--- src/rtl/pmc_pkg.sv ---
/*
 * Package for the panel mode control and bank select block: switch bundle,
 * mode state type, timing counts.
 * Assumes one 10 MHz clock and processor timing pulses sampled as levels.
 */
package pmc_pkg;

	localparam int unsigned CLK_NS        = 100;
	// Shorter window answers presses faster but tolerates less bounce
	localparam int unsigned DEBOUNCE_US   = 1000;
	localparam int unsigned DEBOUNCE_CYC  = (DEBOUNCE_US * 1000) / CLK_NS;
	localparam int unsigned DB_W          = 16;
	localparam logic [1:0]  IDLE_LIMIT    = 2'h3;
	localparam logic [1:0]  SC_EXECUTE    = 2'h1;
	localparam logic [1:0]  SC_DMA        = 2'h2;
	localparam int unsigned BANK_SHIFT    = 4;
	localparam int unsigned NUM_BANKS     = 16;
	localparam logic [7:0]  ADDR_RST      = 8'h00;

	typedef struct packed {
		logic load;
		logic reset;
		logic run_prog;
		logic run_util;
		logic step_mode;
	} pmc_sw_s;

	localparam int unsigned SW_W = 5;

	typedef enum logic [1:0] {
		PMC_RESET = 2'b00,
		PMC_RUN   = 2'b01,
		PMC_HALT  = 2'b11,
		PMC_LOAD  = 2'b10
	} pmc_mode_e;

endpackage

--- src/rtl/pmc_panel_mode_control.sv ---
/*
 * Panel mode control and bank select: turns debounced panel and hand-held
 * terminal switches into the processor hold/init lines, detects idle,
 * releases idle with one output DMA request, latches and decodes the high
 * address byte into sixteen bank selects.
 * Assumes switches and backplane inputs are asynchronous; processor state
 * code and timing pulses come from a slower processor and are synchronised.
 */
// Functional notes
// RQ1 - Load switch drives hold and init both active.
// RQ2 - Reset switch drives init active with hold inactive.
// RQ3 - Either run switch releases hold and init.
// RQ4 - Run-utility asserts utility start force on the backplane.
// RQ5 - Step mode: one machine cycle per run press, halt between pulses.
// RQ6 - External hold and init inputs ORed into the control lines.
// RQ7 - Three or more consecutive execute states turn the run lamp off.
// RQ8 - Run-program during idle issues exactly one output DMA request.
// RQ9 - Run lamp lights again once execution resumes.
// RQ10 - Hand-held terminal switches act in parallel with panel switches.
// RQ11 - Every switch contact is debounced before use.
// RQ12 - First timing pulse captures low address byte as high address.
// RQ13 - One-of-16 decoder gives 4 KB bank selects, bank zero at 0000.
// RQ14 - Utility start force makes the decoder see the top bit set.
// RQ15 - Active-low deselect input suppresses all bank selects.
// RQ16 - Processor supplies two timing pulses and a state code per cycle.
// RQ17 - Idle counter clears on any non-execute cycle.
// RQ18 - Step needs release and re-press of the run switch.
`timescale 1ns/10ps

module pmc_panel_mode_control
	import pmc_pkg::*;
(
	input  wire logic                 i_clk,
	input  wire logic                 i_rstn,
	input  wire pmc_sw_s              i_panel_sw,
	input  wire pmc_sw_s              i_term_sw,
	input  wire logic                 i_external_hold_in,
	input  wire logic                 i_external_init_in,
	input  wire logic                 i_timing_pulse_a,
	input  wire logic                 i_timing_pulse_b,
	input  wire logic                 i_state_code_bit0_n,
	input  wire logic                 i_state_code_bit1_n,
	input  wire logic [7:0]           i_addr_low,
	input  wire logic                 i_bank_deselect_n,
	output logic                      o_hold_n,
	output logic                      o_init_n,
	output logic                      o_run_n,
	output logic                      o_output_dma_request_n,
	output logic                      o_utility_start_force,
	output logic [7:0]                o_addr_high,
	output logic [NUM_BANKS-1:0]      o_bank_select_lines
);

	// Two-flop synchronisers for every asynchronous input
	localparam int unsigned SYN_W = 2 * SW_W + 7;
	logic [SYN_W-1:0] sync1_ff;
	logic [SYN_W-1:0] sync2_ff;
	wire  [SYN_W-1:0] raw_in = {i_panel_sw, i_term_sw, i_external_hold_in,
		i_external_init_in, i_timing_pulse_a, i_timing_pulse_b,
		i_state_code_bit0_n, i_state_code_bit1_n, i_bank_deselect_n};

	always_ff @(posedge i_clk or negedge i_rstn)
	begin
		if (!i_rstn)
		begin
			sync1_ff <= '0;
			sync2_ff <= '0;
		end
		else
		begin
			sync1_ff <= raw_in;
			sync2_ff <= sync1_ff;
		end
	end

	wire pmc_sw_s s_panel   = sync2_ff[SYN_W-1 -: SW_W];
	wire pmc_sw_s s_term    = sync2_ff[SYN_W-SW_W-1 -: SW_W];
	wire          s_ext_hold = sync2_ff[6];
	wire          s_ext_init = sync2_ff[5];
	wire          s_tpa      = sync2_ff[4];
	wire          s_tpb      = sync2_ff[3];
	wire [1:0]    s_sc       = ~{sync2_ff[1], sync2_ff[2]};
	wire          s_desel_n  = sync2_ff[0];

	// Address byte crosses like the pulse a that qualifies it
	logic [7:0] addr_sync1_ff;
	logic [7:0] addr_sync2_ff;

	always_ff @(posedge i_clk or negedge i_rstn)
	begin
		if (!i_rstn)
		begin
			addr_sync1_ff <= ADDR_RST;
			addr_sync2_ff <= ADDR_RST;
		end
		else
		begin
			addr_sync1_ff <= i_addr_low;
			addr_sync2_ff <= addr_sync1_ff;
		end
	end

	// Terminal switches paralleled with panel switches
	wire pmc_sw_s sw_raw = s_panel | s_term; // RQ10

	// Debounce: a switch changes only after a stable run of DEBOUNCE_CYC
	pmc_sw_s          sw_ff;
	logic [DB_W-1:0]  db_cnt_ff;
	wire              sw_differs = (sw_raw != sw_ff);
	wire              db_done = (db_cnt_ff == DB_W'(DEBOUNCE_CYC - 1));
	wire [DB_W-1:0]   nxt_db_cnt = sw_differs ? (db_done ? '0 :
		db_cnt_ff + DB_W'(1)) : '0;

	always_ff @(posedge i_clk or negedge i_rstn)
	begin
		if (!i_rstn)
		begin
			sw_ff     <= '0;
			db_cnt_ff <= '0;
		end
		else
		begin
			db_cnt_ff <= nxt_db_cnt; // RQ11
			if (sw_differs && db_done)
				sw_ff <= sw_raw; // RQ11
		end
	end

	// Edge detection on debounced run switches and synchronised timing pulses
	logic run_prev_ff;
	wire  run_any  = sw_ff.run_prog | sw_ff.run_util;
	wire  run_rise = run_any & ~run_prev_ff; // RQ18
	logic tpa_prev_ff;
	logic tpb_prev_ff;
	wire  tpa_rise = s_tpa & ~tpa_prev_ff;
	wire  tpb_rise = s_tpb & ~tpb_prev_ff;

	// Mode state machine
	pmc_mode_e mode_ff;
	pmc_mode_e nxt_mode;
	logic      step_grant_ff;
	logic      force_ff;

	always_comb
	begin
		nxt_mode = mode_ff;
		case (mode_ff)
			PMC_RESET, PMC_LOAD, PMC_RUN, PMC_HALT:
			begin
				if (sw_ff.load)
					nxt_mode = PMC_LOAD; // RQ1
				else if (sw_ff.reset)
					nxt_mode = PMC_RESET; // RQ2
				else if (run_rise)
					nxt_mode = PMC_RUN; // RQ3
				else if (mode_ff == PMC_LOAD)
					nxt_mode = PMC_HALT;
				else if (mode_ff == PMC_RUN && sw_ff.step_mode
					&& !step_grant_ff && tpa_rise)
					nxt_mode = PMC_HALT; // RQ5
			end
			default:
				nxt_mode = PMC_RESET;
		endcase
	end

	// Step grant: one TIMING_PULSE_B passes after a press, the next TIMING_PULSE_A halts
	always_ff @(posedge i_clk or negedge i_rstn)
	begin
		if (!i_rstn)
		begin
			mode_ff       <= PMC_RESET;
			run_prev_ff   <= 1'b0;
			tpa_prev_ff   <= 1'b0;
			tpb_prev_ff   <= 1'b0;
			step_grant_ff <= 1'b0;
			force_ff      <= 1'b0;
		end
		else
		begin
			mode_ff     <= nxt_mode;
			run_prev_ff <= run_any;
			tpa_prev_ff <= s_tpa;
			tpb_prev_ff <= s_tpb;
			if (run_rise)
				step_grant_ff <= 1'b1; // RQ5
			else if (tpb_rise)
				step_grant_ff <= 1'b0; // RQ5
			if (run_rise)
				force_ff <= sw_ff.run_util; // RQ4
			else if (sw_ff.reset || sw_ff.load)
				force_ff <= 1'b0;
		end
	end

	wire mode_hold = (mode_ff == PMC_LOAD) || (mode_ff == PMC_HALT);
	wire mode_init = (mode_ff == PMC_LOAD) || (mode_ff == PMC_RESET);
	assign o_hold_n = ~(mode_hold | s_ext_hold); // RQ1 RQ6
	assign o_init_n = ~(mode_init | s_ext_init); // RQ2 RQ6
	assign o_utility_start_force = force_ff; // RQ4

	// Idle detector and release by one output DMA request
	logic [1:0] idle_cnt_ff;
	logic       idle_ff;
	logic       dma_req_ff;
	wire        is_exec = (s_sc == SC_EXECUTE);
	wire        is_dma  = (s_sc == SC_DMA);
	wire        idle_now = (idle_cnt_ff == IDLE_LIMIT);
	wire        run_p_rise = run_rise & sw_ff.run_prog;

	always_ff @(posedge i_clk or negedge i_rstn)
	begin
		if (!i_rstn)
		begin
			idle_cnt_ff <= '0;
			idle_ff     <= 1'b0;
			dma_req_ff  <= 1'b0;
		end
		else
		begin
			if (tpa_rise)
			begin
				if (!is_exec)
					idle_cnt_ff <= '0; // RQ17
				else if (!idle_now)
					idle_cnt_ff <= idle_cnt_ff + 2'h1; // RQ7
			end
			if (idle_now)
				idle_ff <= 1'b1; // RQ7
			else
				idle_ff <= 1'b0; // RQ9
			if (idle_ff && run_p_rise)
				dma_req_ff <= 1'b1; // RQ8
			else if (is_dma || mode_init)
				dma_req_ff <= 1'b0; // RQ8
		end
	end

	assign o_run_n = ~((mode_ff == PMC_RUN) && !idle_ff); // RQ7 RQ9
	assign o_output_dma_request_n = ~dma_req_ff; // RQ8

	// High address latch and bank decode
	logic [7:0] addr_high_ff;
	always_ff @(posedge i_clk or negedge i_rstn)
	begin
		if (!i_rstn)
			addr_high_ff <= ADDR_RST;
		else if (tpa_rise)
			addr_high_ff <= addr_sync2_ff; // RQ12
	end
	assign o_addr_high = addr_high_ff;

	wire [3:0] bank_idx = addr_high_ff[7:BANK_SHIFT] | {force_ff, 3'h0}; // RQ14
	assign o_bank_select_lines = s_desel_n ?
		(NUM_BANKS'(1) << bank_idx) : '0; // RQ13 RQ15

	AST_DESELECT: assert property (@(posedge i_clk) disable iff (!i_rstn) // RQ15
		!s_desel_n |-> o_bank_select_lines == '0)
		else $error("bank select active while deselected");
	AST_FORCE_TOP: assert property (@(posedge i_clk) disable iff (!i_rstn) // RQ14
		(force_ff && s_desel_n) |-> o_bank_select_lines[15:8] != '0)
		else $error("forced top bit not decoded");
	AST_ONEHOT: assert property (@(posedge i_clk) disable iff (!i_rstn) // RQ13
		s_desel_n |-> $onehot(o_bank_select_lines))
		else $error("bank select not one-hot");
	AST_LATCH: assert property (@(posedge i_clk) disable iff (!i_rstn) // RQ12
		tpa_rise |=> o_addr_high == $past(addr_sync2_ff))
		else $error("high address not captured");
	AST_LOAD: assert property (@(posedge i_clk) disable iff (!i_rstn) // RQ1
		sw_ff.load |=> (!o_hold_n && !o_init_n))
		else $error("load mode not driven");
	AST_RESET: assert property (@(posedge i_clk) disable iff (!i_rstn) // RQ2
		(sw_ff.reset && !sw_ff.load && !s_ext_hold) |=>
		(!o_init_n && (o_hold_n || s_ext_hold)))
		else $error("reset mode not driven");
	AST_RUN: assert property (@(posedge i_clk) disable iff (!i_rstn) // RQ3
		(run_rise && !sw_ff.load && !sw_ff.reset) |=>
		((o_hold_n || s_ext_hold) && (o_init_n || s_ext_init)))
		else $error("run mode not driven");
	AST_EXT: assert property (@(posedge i_clk) disable iff (!i_rstn) // RQ6
		s_ext_hold |-> !o_hold_n)
		else $error("external hold ignored");
	AST_IDLE_LAMP: assert property (@(posedge i_clk) disable iff (!i_rstn) // RQ7
		idle_now |=> o_run_n)
		else $error("run lamp lit during idle");
	AST_ONE_DMA: assert property (@(posedge i_clk) disable iff (!i_rstn) // RQ8
		$rose(dma_req_ff) |-> $past(idle_ff))
		else $error("output DMA request outside idle");

endmodule // pmc_panel_mode_control

--- config.mk ---
export PLATFORM = sky130hd
export DESIGN_NAME = pmc_panel_mode_control
export DESIGN_NICKNAME = d
export VERILOG_FILES = /design/src/rtl/pmc_pkg.sv /design/src/rtl/pmc_panel_mode_control.sv
export SDC_FILE = /design/constraint.sdc
export NUM_CORES = 1
export LEC_CHECK = 0
export BUFFER_PORTS_ARGS = -buffer_cell sky130_fd_sc_hd__buf_2
export CELL_PAD_IN_SITES_DETAIL_PLACEMENT = 1
export CELL_PAD_IN_SITES_GLOBAL_PLACEMENT = 2
export CORE_UTILIZATION = 32
export CTS_CLUSTER_DIAMETER = 100
export DETAILED_ROUTE_END_ITERATION = 8
export PLACE_DENSITY_LB_ADDON = 0.2
export SYNTH_ARGS = -nofsm -noshare
export SYNTH_HDL_FRONTEND = slang
export SYNTH_SLANG_ARGS = --single-unit
--- constraint.sdc ---
create_clock -name i_clk -period 2.3 [get_ports i_clk]
set_input_delay 0.345 -clock i_clk [delete_from_list [all_inputs] [get_ports i_clk]]
set_output_delay 0.345 -clock i_clk [all_outputs]
set_load 0.02 [all_outputs]
==> out/qor.yml <==
hp-start: "i_addr_low[2]"
syn-instance-count: 253
intPower_mw: 2.36
antenna_found_initial: 0
regArea_mm2: 0.00225
worstPathRequired_ns: 1.96
crit_path_top_delay_cell: "dfrtp_1"
ant_nets: 0
initial_core_util_pct: 33.5
fin_nets: 351
r2r-start: "db_cnt_ff[4]$_DFF_PN0_"
wl_per_cell_um: 13.3
fin_crit_sh_pct: 79.8
rsz0062_at_grt: "false"
drv_cap: 0
hold_class: "input pin to register"
portBuffers: 55
first_pass_iters: 4
cts_buffers: 9
layout_commonest_cell: "dfrtp_1"
ff2ff_path_depth: 4
vdd_drop_max_mv: 0.520
fmax_mhz: 545
clk_latency_ns: 0.35
report.final.slew_viol_count: 0
grt_pass1_wl_um: 10600
setup_violations: 0
grt_pass1_vias: 2197
pre_cts_slack_ns: 0.458
power_frac_seq_pct: 57.3
r2r_slack_ns: 0.48
switching_power_mw: 0.822
critPathKind: "register to output pin"
worstMarginPinSlew_ns: 0.504
pwr-share-clk_pct: 33.6
drive_gt1_share_pct: 27.2
leakage_nw: 1.80
die_h_um: 104
period_minus_slack_ns: 1.84
die_width_um: 104
combPwrFrac_pct: 9.1
status: "finished, final reports clean"
vias_per_cell: 4.52
grt_max_degree: 52
finClkSkew_ns: 0.00911
cts.reportedPaths.clkPinSlew_ns: 0.09
synth_seq_cells: 90
grt_usage_pct: 12.6
syn_area_mm2: 0.00330
whs_path_depth: 1
synth_edf_count: 0
via_count: 2063
startpoint_type: "register"
synth_nets: 286
swShare_pct: 25.8
gp_congestion: 0.730
post_cts_buffers: 0
synthArstFlopShare_pct: 100
fin_ws_ns: 0.464
multi_input_area_um2: 946
path_max_fanout: 5
cts_root_buf: "clkbuf_8"
crit_chain: "nor2b_1, o21ai_0, nor3_1, buf_2"
num_io_pins: 56
fillers: 1090
std_cell_rows: 36
drcViolationCount: 0
yosysUniqueCellTypes: 40
max_stage_delay_ns: 0.43
drt_iter0_markers: 75
clock-sinks: 90
layout_common_cells: "dfrtp_1, buf_2, nor2_1"
hold-path-endpoint: "addr_sync1_ff[2]$_DFF_PN0_"
critPathArrivalTime_ns: 1.49
power_density_mw_per_mm2: 808
ctsResizeCount: 0
antenna_cells: 0
r2r-end: "sw_ff[4]$_DFFE_PN0P_"
synthFlopType: "dfrtp_1"
end_kind: "output pin"
dieArea_mm2: 0.0107
cts_max_path_buffers: 2
core-area_mm2: 0.00986
yosysSeqAreaShare_pct: 68.2
htreeDepth: 3
avgSynthCellArea_um2: 13.0
setup_tns_ns: 0
cts_tree: "done"
dpl.hpwl_um: 4260
finalWirelength_um: 6060
syn_to_final_growth_pct: 19.4
maxSlewHeadroom_pct: 66.4
grt_overflow: 0
hold_viol: 0
yosys_warnings: 0
[power groups by stage]
stage	Clock (mW)	Combinational, mW	Sequential (mW)
after floorplan	0	0.183	1.84
after global placement	0	0.287	1.85
after detailed placement	0	0.295	1.86
after CTS	1.13	0.297	1.83
after global routing	1.18	0.326	1.85
final	1.07	0.289	1.83
[Yosys cell counts, types with 2 or more instances]
| cell type | instances | area share, % |
|---|---|---|
| nand2b_1 | 4 | 0.76 |
| nor3_1 | 23 | 3.5 |
| o21ai_0 | 8 | 1.2 |
| nand2_1 | 11 | 1.3 |
| xor2_1 | 5 | 1.3 |
| nor2_1 | 26 | 3.0 |
| o31ai_1 | 3 | 0.68 |
| xnor2_1 | 10 | 2.7 |
| nand3_1 | 6 | 0.91 |
| dfrtp_1 | 90 | 68 |
| mux2_2 | 8 | 2.7 |
| o21a_1 | 2 | 0.45 |
| mux2i_1 | 5 | 1.5 |
| and3_1 | 2 | 0.38 |
| nand4_1 | 5 | 0.95 |
| ha_1 | 6 | 2.3 |
| buf_4 | 2 | 0.45 |
| nor4_1 | 2 | 0.38 |
| inv_1 | 14 | 1.6 |
[registers in the layout (all words and copies together), names as in the netlist, 2 cells and up]
name and flops:
sync1_ff 17, sync2_ff 17, db_cnt_ff 16, addr_sync1_ff 8
addr_sync2_ff 8, o_addr_high 8, sw_ff 5, idle_cnt_ff 2
mode_ff 2
[area by class of cell]
| class | instances | share of cell area (%) |
|---|---|---|
| clock buffers | 10 | 3.49 |
| clock inverters | 6 | 1.59 |
| inverters | 14 | 1.33 |
| multi-input cells | 144 | 24.0 |
| flip-flops and latches | 90 | 57.2 |
| well taps | 133 | 4.22 |
| repair buffers | 59 | 8.19 |
[worst max-delay path: cells and delay by family, from the launching register on]
family,cells,cell delay [ns]
flip-flops,1,0.43
AND/OR/NAND/NOR,2,0.32
AO/OA/AOI/OAI,1,0.20
buffers and inverters,1,0.19
[worst max-delay path by stage]
| stage | start | to | slack, ns | cells after the start |
|---|---|---|---|---|
| floorplan | db_cnt_ff[4]$_DFF_PN0_ | sw_ff[0]$_DFFE_PN0P_ | 0.65 | 6 |
| global placement | db_cnt_ff[4]$_DFF_PN0_ | sw_ff[4]$_DFFE_PN0P_ | 0.51 | 4 |
| detailed placement | db_cnt_ff[4]$_DFF_PN0_ | sw_ff[4]$_DFFE_PN0P_ | 0.46 | 4 |
| CTS | o_addr_high[5]$_DFFE_PN0N_ | o_bank_select_lines[8] | 0.43 | 4 |
| global route | o_addr_high[5]$_DFFE_PN0N_ | o_bank_select_lines[8] | 0.31 | 4 |
| finish | o_addr_high[5]$_DFFE_PN0N_ | o_bank_select_lines[8] | 0.46 | 4 |
[routing by layer]
layer,vias to the layer above,global-route usage [%],routed length [um]
met5,-,0,0
met4,0,4.87,104
met3,10,4.22,200
met2,30,20.8,3010
met1,1026,15.2,2740
li1,997,-,-
[stage by stage]
step | instances | power (mW) | util [%] | hold WS (ns) | cell area, um^2
5_1_grt | 456 | 3.35 | 39.9 | 0.0598 | 3940
3_5_place_dp | 439 | 2.15 | 37.8 | 0.336 | 3730
4_1_cts | 456 | 3.25 | 39.9 | 0.0641 | 3940
3_3_place_gp | 439 | 2.14 | 37.8 | 0.332 | 3730
2_1_floorplan | 253 | 2.02 | - | 0.0494 | 3300
6_report | 456 | 3.18 | 39.9 | 0.0904 | 3940
[cells by family after synthesis]
| kind of cell | synth area share, % |
|---|---|
| fa+ha+maj | 2.27 |
| mux | 4.25 |
| compound gates | 4.28 |
| flops | 68.2 |
| simple gates | 13.9 |
| buf+inv | 3.11 |
| xor+xnor | 3.98 |
[repair_timing]
| item | 4_1_cts | 5_1_grt |
|---|---|---|
| hold buffers | 1 | 0 |
| hold endpoints to repair | 39 | 0 |
| endpoints found under the setup margin | 0 | 0 |
Note: power is estimated with default switching activity, not from simulation.
